===== config.mk =====
export PLATFORM = sky130hd
export DESIGN_NAME = totk_top
export DESIGN_NICKNAME = d
export VERILOG_FILES = /design/src/hw/totk_pkg.sv /design/src/hw/totk_top.sv
export SDC_FILE = /design/constraint.sdc
export NUM_CORES = 1
export LEC_CHECK = 0
export ABC_AREA = 0
export ABC_CLOCK_PERIOD_IN_PS = 7700
export BUFFER_PORTS_ARGS = -buffer_cell sky130_fd_sc_hd__buf_2
export CAP_MARGIN = 15
export CORE_MARGIN = 10
export CORE_UTILIZATION = 62
export CTS_BUF_LIST = sky130_fd_sc_hd__clkbuf_8 sky130_fd_sc_hd__clkbuf_16
export CTS_CLUSTER_DIAMETER = 100
export DETAILED_ROUTE_END_ITERATION = 7
export GPL_TIMING_DRIVEN = 0
export PLACE_DENSITY = 0.84
export SLEW_MARGIN = 20
export SYNTH_ARGS = -nofsm -noshare
export SYNTH_HDL_FRONTEND = slang
export SYNTH_SLANG_ARGS = --single-unit

===== constraint.sdc =====
create_clock -name mclk_i -period 7.7 [get_ports mclk_i]
set_clock_uncertainty 0.15 [all_clocks]
set_input_delay 1.155 -clock mclk_i [delete_from_list [all_inputs] [get_ports mclk_i]]
set_output_delay 1.155 -clock mclk_i [all_outputs]
set_load 0.1 [all_outputs]

===== src/hw/totk_pkg.sv =====
package totk_pkg;

   // Register map, printed offsets
   localparam int ADDR_W = 12;
   localparam logic [ADDR_W-1:0] TONE_CTRL_ADDR = 12'h038;
   localparam logic [ADDR_W-1:0] TICK_CTRL_ADDR = 12'h039;
   localparam logic [7:0] TONE_CTRL_RST = 8'h00;
   localparam logic [7:0] TICK_CTRL_RST = 8'h00;

   // Field positions
   localparam int TONE_SEL_LSB = 0;
   localparam int TONE_SEL_W = 2;
   localparam int TONE_EN_BIT = 2;
   localparam int TICK_SEL_LSB = 0;
   localparam int TICK_SEL_W = 3;
   localparam int TICK_EN_BIT = 3;

   // Divider chain widths
   localparam int GDIV_W = 22;
   localparam int SDIV_W = 15;
   localparam int LF_SYNC_N = 3;

   // Divide ratios as powers of two
   localparam int TONE_G_LOG2 [4] = '{12, 11, 10, 9};
   localparam int TONE_S_LOG2 [4] = '{5, 4, 3, 0};
   localparam int TICK_G_LOG2 [8] = '{22, 20, 15, 13, 12, 11, 10, 8};
   localparam int TICK_S_LOG2 [8] = '{15, 13, 8, 6, 5, 4, 3, 0};
   localparam logic [1:0] TONE_SEL_RSVD = 2'h3;
   localparam logic [2:0] TICK_SEL_RSVD = 3'h7;
   localparam logic [2:0] TICK_SLOW_MAX = 3'h1;

   // Operating modes of the chip
   typedef enum logic [2:0] {
      TOTK_NORMAL = 3'h0,
      TOTK_IDLE1 = 3'h1,
      TOTK_IDLE_TBT_ONLY_MODE = 3'h3,
      TOTK_SLOW = 3'h2,
      TOTK_SLEEP1 = 3'h6,
      TOTK_SLEEP_TBT_ONLY_MODE = 3'h7,
      TOTK_STOP = 3'h5
   } totk_mode_e;

   // Software port
   typedef struct packed {
      logic [ADDR_W-1:0] addr;
      logic [7:0] wdata;
      logic wr;
      logic rd;
   } totk_bus_s;

   // Whole block state
   typedef struct packed {
      logic tone_en;
      logic [TONE_SEL_W-1:0] tone_sel;
      logic tick_en;
      logic [TICK_SEL_W-1:0] tick_sel;
      logic [GDIV_W-1:0] gdiv;
      logic [SDIV_W-1:0] sdiv;
      logic [LF_SYNC_N-1:0] lf_sync;
      logic lf_lvl;
      logic tick_tap_q;
      totk_mode_e mode_q;
      logic tone_pin;
      logic tick_irq;
      logic [7:0] rd_data;
   } totk_state_s;

endpackage


===== src/hw/totk_top.sv =====
// The implementer's own choice: the plain strobed port.
`timescale 1ns/1ns

// Behaviour
// - Enabled tone pin carries square wave at selected frequency.
// - Disabled tone pin stops toggling and holds high.
// - Gear source tone codes divide by 2^12, 2^11, 2^10, 2^9.
// - Slow source tone codes divide by 2^5, 2^4, 2^3; 11 reserved.
// - Entering stop or tick-only modes clears tone enable, keeps select.
// - Tone divider runs always; first and last periods may be short.
// - Tone control bits 7 to 3 read zero.
// - Slow source in normal or idle resynchronised; tone may jitter.
// - Tone frequency may deviate while switching normal and slow.
// - Gear source tick codes divide by 2^22 down to 2^8.
// - Slow source tick codes 2^15 to 2^3; slow modes 000, 001 only.
// - Tick enabled raises request each tap falling edge; else none.
// - Tick divider runs always; first request may come early.
// - Entering stop clears tick enable and keeps tick select.
// - Slow source in normal or idle resynchronised; tick may jitter.
// - Tick control bits 7 to 4 read zero.
module totk_top (
   // Clock and reset
   input wire logic mclk_i,
   input wire logic rst_i,
   // Register port
   input wire logic [totk_pkg::ADDR_W-1:0] addr_i,
   input wire logic [7:0] wdata_i,
   input wire logic wr_i,
   input wire logic rd_i,
   output logic [7:0] rd_data_o,
   // Chip mode and clock source
   input wire totk_pkg::totk_mode_e mode_i,
   input wire logic slow_source_sel_i,
   input wire logic low_freq_clk_i,
   // Buzzer and interrupt
   output logic tone_out_pin_o,
   output logic tick_irq_o
);

   totk_pkg::totk_state_s s_r;
   totk_pkg::totk_state_s s_nxt;
   totk_pkg::totk_bus_s bus;
   logic use_slow;
   logic slow_mode;
   logic tone_tap;
   logic tick_tap;
   logic tone_kill;
   logic tick_kill;
   logic lf_rise;

   assign bus.addr = addr_i;
   assign bus.wdata = wdata_i;
   assign bus.wr = wr_i;
   assign bus.rd = rd_i;

   // Modes running from the low-frequency clock
   function automatic logic is_slow_mode(
      input totk_pkg::totk_mode_e m
   );
      is_slow_mode = (m == totk_pkg::TOTK_SLOW) ||
         (m == totk_pkg::TOTK_SLEEP1) ||
         (m == totk_pkg::TOTK_SLEEP_TBT_ONLY_MODE);
   endfunction

   // Modes that force the tone off
   function automatic logic is_tone_off_mode(
      input totk_pkg::totk_mode_e m
   );
      is_tone_off_mode = (m == totk_pkg::TOTK_STOP) ||
         (m == totk_pkg::TOTK_IDLE_TBT_ONLY_MODE) ||
         (m == totk_pkg::TOTK_SLEEP_TBT_ONLY_MODE);
   endfunction

   // Pick a divider bit for a power-of-two ratio
   function automatic logic tap_g(
      input logic [totk_pkg::GDIV_W-1:0] d,
      input int lg
   );
      tap_g = d[lg-1];
   endfunction

   function automatic logic tap_s(
      input logic [totk_pkg::SDIV_W-1:0] d,
      input int lg
   );
      tap_s = d[lg-1];
   endfunction

   // Source selection
   always_comb begin
      slow_mode = is_slow_mode(mode_i);
      use_slow = slow_source_sel_i || slow_mode;
   end

   // Tone tap
   always_comb begin
      if (use_slow) begin
         if (s_r.tone_sel == totk_pkg::TONE_SEL_RSVD) begin
            tone_tap = 1'b1;
         end else begin
            tone_tap = tap_s(s_r.sdiv,
               totk_pkg::TONE_S_LOG2[s_r.tone_sel]);
         end
      end else begin
         tone_tap = tap_g(s_r.gdiv,
            totk_pkg::TONE_G_LOG2[s_r.tone_sel]);
      end
   end

   // Tick tap
   always_comb begin
      if (use_slow) begin
         if (s_r.tick_sel == totk_pkg::TICK_SEL_RSVD) begin
            tick_tap = 1'b0;
         end else if (slow_mode &&
            s_r.tick_sel > totk_pkg::TICK_SLOW_MAX) begin
            tick_tap = 1'b0;
         end else begin
            tick_tap = tap_s(s_r.sdiv,
               totk_pkg::TICK_S_LOG2[s_r.tick_sel]);
         end
      end else begin
         tick_tap = tap_g(s_r.gdiv,
            totk_pkg::TICK_G_LOG2[s_r.tick_sel]);
      end
   end

   // Mode entry detection
   always_comb begin
      tone_kill = is_tone_off_mode(mode_i) &&
         (mode_i != s_r.mode_q);
      tick_kill = (mode_i == totk_pkg::TOTK_STOP) &&
         (s_r.mode_q != totk_pkg::TOTK_STOP);
   end

   // Low-frequency edge after three-stage filter
   assign lf_rise = ~s_r.lf_lvl &&
      (s_r.lf_sync[1] == s_r.lf_sync[2]) && s_r.lf_sync[2];

   // Next state
   always_comb begin
      s_nxt = s_r;
      s_nxt.mode_q = mode_i;

      // Free-running chains
      s_nxt.gdiv = s_r.gdiv + 1'b1;
      s_nxt.lf_sync = {s_r.lf_sync[1:0], low_freq_clk_i};
      if (s_r.lf_sync[1] == s_r.lf_sync[2]) begin
         s_nxt.lf_lvl = s_r.lf_sync[2];
      end
      if (lf_rise) begin
         s_nxt.sdiv = s_r.sdiv + 1'b1;
      end

      // Register writes
      if (bus.wr && bus.addr == totk_pkg::TONE_CTRL_ADDR) begin
         s_nxt.tone_en = bus.wdata[totk_pkg::TONE_EN_BIT];
         s_nxt.tone_sel = bus.wdata[totk_pkg::TONE_SEL_LSB +:
            totk_pkg::TONE_SEL_W];
      end
      if (bus.wr && bus.addr == totk_pkg::TICK_CTRL_ADDR) begin
         s_nxt.tick_en = bus.wdata[totk_pkg::TICK_EN_BIT];
         s_nxt.tick_sel = bus.wdata[totk_pkg::TICK_SEL_LSB +:
            totk_pkg::TICK_SEL_W];
      end

      // Mode entry overrides a write
      if (tone_kill) begin
         s_nxt.tone_en = 1'b0;
      end
      if (tick_kill) begin
         s_nxt.tick_en = 1'b0;
      end

      // Tone pin
      if (s_r.tone_en) begin
         s_nxt.tone_pin = tone_tap;
      end else begin
         s_nxt.tone_pin = 1'b1;
      end

      // Tick pulse on falling edge of tap
      s_nxt.tick_tap_q = tick_tap;
      s_nxt.tick_irq = s_r.tick_en && s_r.tick_tap_q &&
         ~tick_tap;

      // Read data for next cycle
      s_nxt.rd_data = 8'h00;
      if (bus.rd) begin
         case (bus.addr)
            totk_pkg::TONE_CTRL_ADDR: begin
               s_nxt.rd_data[totk_pkg::TONE_EN_BIT] =
                  s_r.tone_en;
               s_nxt.rd_data[totk_pkg::TONE_SEL_LSB +:
                  totk_pkg::TONE_SEL_W] = s_r.tone_sel;
            end
            totk_pkg::TICK_CTRL_ADDR: begin
               s_nxt.rd_data[totk_pkg::TICK_EN_BIT] =
                  s_r.tick_en;
               s_nxt.rd_data[totk_pkg::TICK_SEL_LSB +:
                  totk_pkg::TICK_SEL_W] = s_r.tick_sel;
            end
            default: begin
               s_nxt.rd_data = 8'h00;
            end
         endcase
      end
   end

   // State register
   always_ff @(posedge mclk_i or posedge rst_i) begin
      if (rst_i) begin
         s_r <= '0;
         s_r.tone_pin <= 1'b1;
      end else begin
         s_r <= s_nxt;
      end
   end

   assign rd_data_o = s_r.rd_data;
   assign tone_out_pin_o = s_r.tone_pin;
   assign tick_irq_o = s_r.tick_irq;

   // Checks

   AST_TONE_OFF_HIGH: assert property (
      @(posedge mclk_i) disable iff (rst_i)
      !s_r.tone_en |=> tone_out_pin_o)
      else $error("tone pin not high while disabled");

   AST_TONE_FOLLOWS: assert property (
      @(posedge mclk_i) disable iff (rst_i)
      s_r.tone_en |=> tone_out_pin_o == $past(tone_tap))
      else $error("tone pin does not follow divider tap");

   AST_TONE_GEAR_TAP: assert property (
      @(posedge mclk_i) disable iff (rst_i)
      !use_slow && s_r.tone_sel == 2'h0 |->
      tone_tap == s_r.gdiv[11])
      else $error("gear tone tap wrong");

   AST_TICK_NONE: assert property (
      @(posedge mclk_i) disable iff (rst_i)
      !s_r.tick_en |=> !tick_irq_o)
      else $error("tick request while disabled");

   AST_TICK_EDGE: assert property (
      @(posedge mclk_i) disable iff (rst_i)
      s_r.tick_en && s_r.tick_tap_q && !tick_tap |=>
      tick_irq_o)
      else $error("tick request missed on falling edge");

   AST_TICK_PULSE: assert property (
      @(posedge mclk_i) disable iff (rst_i)
      tick_irq_o |=> !tick_irq_o)
      else $error("tick request wider than one cycle");

   AST_TONE_KILL: assert property (
      @(posedge mclk_i) disable iff (rst_i)
      tone_kill |=> !s_r.tone_en &&
      s_r.tone_sel == $past(s_r.tone_sel) ##1 tone_out_pin_o)
      else $error("tone not cleared on mode entry");

   AST_TICK_KILL: assert property (
      @(posedge mclk_i) disable iff (rst_i)
      tick_kill |=> !s_r.tick_en &&
      s_r.tick_sel == $past(s_r.tick_sel))
      else $error("tick enable not cleared on stop");

   AST_TONE_RD: assert property (
      @(posedge mclk_i) disable iff (rst_i)
      rd_i && addr_i == totk_pkg::TONE_CTRL_ADDR |=>
      rd_data_o[7:3] == 5'h00 &&
      rd_data_o[2:0] == {$past(s_r.tone_en), $past(s_r.tone_sel)})
      else $error("tone control read wrong");

   AST_TICK_RD: assert property (
      @(posedge mclk_i) disable iff (rst_i)
      rd_i && addr_i == totk_pkg::TICK_CTRL_ADDR |=>
      rd_data_o[7:4] == 4'h0 &&
      rd_data_o[3:0] == {$past(s_r.tick_en), $past(s_r.tick_sel)})
      else $error("tick control read wrong");

   AST_GEAR_RUNS: assert property (
      @(posedge mclk_i) disable iff (rst_i)
      1'b1 |=> s_r.gdiv ==
      totk_pkg::GDIV_W'($past(s_r.gdiv) + 1'b1))
      else $error("gear divider stalled");

   AST_SLOW_STEP: assert property (
      @(posedge mclk_i) disable iff (rst_i)
      !lf_rise |=> s_r.sdiv == $past(s_r.sdiv))
      else $error("slow divider moved without edge");

   AST_RD_IDLE: assert property (
      @(posedge mclk_i) disable iff (rst_i)
      !rd_i |=> rd_data_o == 8'h00)
      else $error("read data not zero outside a read");

   AST_TONE_RSVD: assert property (
      @(posedge mclk_i) disable iff (rst_i)
      s_r.tone_en && use_slow &&
      s_r.tone_sel == totk_pkg::TONE_SEL_RSVD |=> tone_out_pin_o)
      else $error("reserved slow tone code not high");

   AST_TONE_SLOW_TAP: assert property (
      @(posedge mclk_i) disable iff (rst_i)
      use_slow && s_r.tone_sel == 2'h0 |->
      tone_tap == s_r.sdiv[totk_pkg::TONE_S_LOG2[0]-1])
      else $error("slow tone tap wrong");

   AST_TICK_GEAR_TAP: assert property (
      @(posedge mclk_i) disable iff (rst_i)
      !use_slow && s_r.tick_sel == 3'h7 |->
      tick_tap == s_r.gdiv[totk_pkg::TICK_G_LOG2[7]-1])
      else $error("gear tick tap wrong");

   AST_TICK_SLOW_NONE: assert property (
      @(posedge mclk_i) disable iff (rst_i)
      slow_mode && s_r.tick_sel > totk_pkg::TICK_SLOW_MAX |->
      !tick_tap)
      else $error("slow mode tick tap not silenced");

   AST_TICK_RSVD: assert property (
      @(posedge mclk_i) disable iff (rst_i)
      use_slow && s_r.tick_sel == totk_pkg::TICK_SEL_RSVD |->
      !tick_tap)
      else $error("reserved slow tick code produced a tap");

   AST_SDIV_STEP: assert property (
      @(posedge mclk_i) disable iff (rst_i)
      lf_rise |=> s_r.sdiv ==
      totk_pkg::SDIV_W'($past(s_r.sdiv) + 1'b1))
      else $error("slow divider missed an edge");

   AST_RST_VALUES: assert property (
      @(posedge mclk_i)
      rst_i && $past(rst_i) |-> tone_out_pin_o && !tick_irq_o &&
      rd_data_o == 8'h00)
      else $error("outputs not at reset values");

endmodule


==> flow_summary.json <==
{
  "status": "finished, final reports clean",
  "postCtsHoldBufs": 0,
  "pre_cts_slack_ns": 4.286,
  "synth_cell_type_count": 52,
  "crit_type": "flip-flop to flip-flop",
  "drt-initial-drc-count": 185,
  "synth.avg_cell_area_um2": 10.61,
  "finalCritPeriodShare_pct": 44.90,
  "cap_violations": 0,
  "setup_tns_ns": 0,
  "grt_max_degree": 59,
  "p_leak_nw": 1.691,
  "hpwl_um": 4536,
  "drtAntennaViolNets": 0,
  "wl_um": 6265,
  "layout_common_cells": "dfrtp_1 (57), buf_2 (30), nand2_1 (28)",
  "finalNetCount": 381,
  "grtUsageTotal_pct": 15.99,
  "grt_overflow": 0,
  "crit_fanout": 10,
  "path_clk_slew_ns": 0.06,
  "routabilityCongestion": 0.8842,
  "initial_utilization_pct": 65.22,
  "min_period_ns": 3.457,
  "synth_seq_cells": 58,
  "routed_via_density": 5.696,
  "pin_count": 39,
  "ir_drop_uv": 187.6,
  "syn2layout_area_growth_pct": 12.78,
  "rsz0062_at_grt": "no",
  "synthCells": 296,
  "io_buffer_count": 29,
  "clk_latency_ns": 0.33,
  "hp-class": "flip-flop to flip-flop",
  "r2r_slack_ns": 4.24,
  "powerDensity_mw_per_mm2": 178.8,
  "cts_setup_buffers": 0,
  "max_slew_margin_pct": 53.24,
  "clock-sinks": 58,
  "critPathCaptureType": "flip-flop",
  "drc": 0,
  "finalHoldViolations": 0,
  "drive_gt1_share_pct": 18.48,
  "setup_slack_ns": 4.243,
  "cts_buffer_depth": 2,
  "fmax_mhz": 289.2,
  "cts.repair.resized": 0,
  "synth_area_mm2": 0.003142,
  "arrival_ns": 3.53,
  "cts-root-buf": "clkbuf_8",
  "final_area_mm2": 0.003543,
  "dieHeight_um": 91.19,
  "vias": 2324,
  "ys_warn_count": 0,
  "power_mw": 0.6335,
  "critPathRequiredTime_ns": 7.77,
  "tritoncts": "done",
  "async_flop_share_pct": 100.0,
  "cts_buffers": 9,
  "die_area_mm2": 0.008315,
  "place_inst": 395,
  "synth_edf_count": 0,
  "finalSetupViolCount": 0,
  "wl_per_cell_um": 15.36,
  "final_common_cell": "dfrtp_1",
  "synth_flop_cell": "dfrtp_1",
  "h-tree-depth": 3,
  "grt_pass1_vias": 2322,
  "firstDrtPassIters": 4,
  "fillers": 358,
  "instances_no_fill": 408,
  "drv_slew": 0,
  "ys_seq_area_share_pct": 46.24,
  "fp.dieW_um": 91.19,
  "grt_pass1_wl_um": 11020,
  "antennaDiodeCount": 0,
  "design.core.area_mm2": 0.004817,
  "worst_pin_slew_ns": 0.7014,
  "setup.worst_path.start_class": "flip-flop",
  "dpl_cell_area_mm2": 0.003385,
  "antenna_found_initial": 0,
  "floorplan.rows": 25
}
## worst max-delay path, cell delays in order (launching register included)
cell and delay (ns):
dfrtp_1 0.46, clkbuf_1 0.35, inv_1 0.17, ha_1 0.38, nor2_1 0.14, a21oi_1 0.07, ha_1 0.42, mux4_1 0.56
mux2i_1 0.15, nor3_1 0.06, a211o_1 0.29, and2_1 0.14
## path summary, 6_finish.rpt
path,startpoint,end,depth (start not counted)
setup / recovery,s_r[56],s_r[13],11
hold reg to reg,s_nxt[16],s_nxt[17],0
hold / removal,s_nxt[16],s_nxt[17],0
setup reg to reg,s_r[56],s_r[13],11
max in group asynchronous,rst_i,s_r[19],2
min in group asynchronous,rst_i,s_r[37],2
## cell usage after synthesis, drive strengths merged, types with 2 or more instances
master   n  area (µm²)
and3     7       43.79
nor3     4       20.02
ha      13       162.7
nand2   28       105.1
mux2i   10       100.1
xor2    13       113.9
nor2    23       86.33
nand4    7       43.79
mux4     6       142.6
nor3b    3       22.52
or2      2       12.52
o21ai    6       30.03
a211oi   3       22.52
a21oi    7       35.03
and2b    2       15.01
buf     10       76.32
clkbuf   7       26.28
xnor2   23       201.4
a31oi    3       18.77
and2     4       25.02
mux2     5       60.05
dfrtp   57        1426
nand2b   2       12.51
o21a     2       15.01
inv     11       41.29
o31ai    3       22.52
nand3   15       75.07
## kinds of logic (layout without fill, tap and decap cells)
group / Yosys count / after routing / synth area share, %
AOI/OAI and AO/OA: 35 / 35 / 7.607
xor gates and xnor gates: 36 / 36 / 10.04
DFF: 58 / 58 / 46.24
buffers and inverters: 28 / 70 / 4.580
muxes: 21 / 21 / 9.638
other: 1 / 4 / 0.1194
and+or+nand+nor: 103 / 103 / 16.29
adders and majority gates: 14 / 14 / 5.496
## area by class of cell
| cell class | count | area [µm²] | area share (%) |
|---|---|---|---|
| Clock buffer | 11 | 151.4 | 4.273 |
| Buffer | 17 | 102.6 | 2.895 |
| Tap cell | 67 | 83.83 | 2.366 |
| Multi-Input combinational cell | 213 | 1556 | 43.93 |
| Inverter | 11 | 43.79 | 1.236 |
| Sequential cell | 58 | 1453 | 41.00 |
| Timing Repair Buffer | 29 | 145.1 | 4.096 |
| Clock inverter | 2 | 7.507 | 0.2119 |
## flip-flops by register name, indices dropped and copies added, names as in the netlist
| signal | count |
|---|---|
| tick_irq_o | 1 |
| s_r | 50 |
| s_nxt | 2 |
| rd_data_o | 4 |
| tone_out_pin_o | 1 |
## power breakdown
group / total [mW] / leakage (nW) / internal (mW) / switching, mW
registers: 0.339 / 0.747 / 0.319 / 0.0200
logic: 0.0613 / 0.854 / 0.0280 / 0.0333
clock network: 0.233 / 0.0897 / 0.127 / 0.107
## metrics by stage
stage          utilization [%]  hold slack, ns
6_report                 73.56          0.2127
3_3_place_gp             70.21          0.1846
3_5_place_dp             70.26          0.1904
4_1_cts                  73.56          0.2128
2_1_floorplan                -          0.1812
5_1_grt                  73.56          0.2314
## routing by layer
layer	share of wire [%]	GRT usage, %	wire, µm
met2	48	26.91	3016
met4	1.8	5.744	111
met5	0	0	0
met1	43	18.93	2713
met3	6.8	4.774	424
Note: power is estimated with default switching activity, not from simulation.
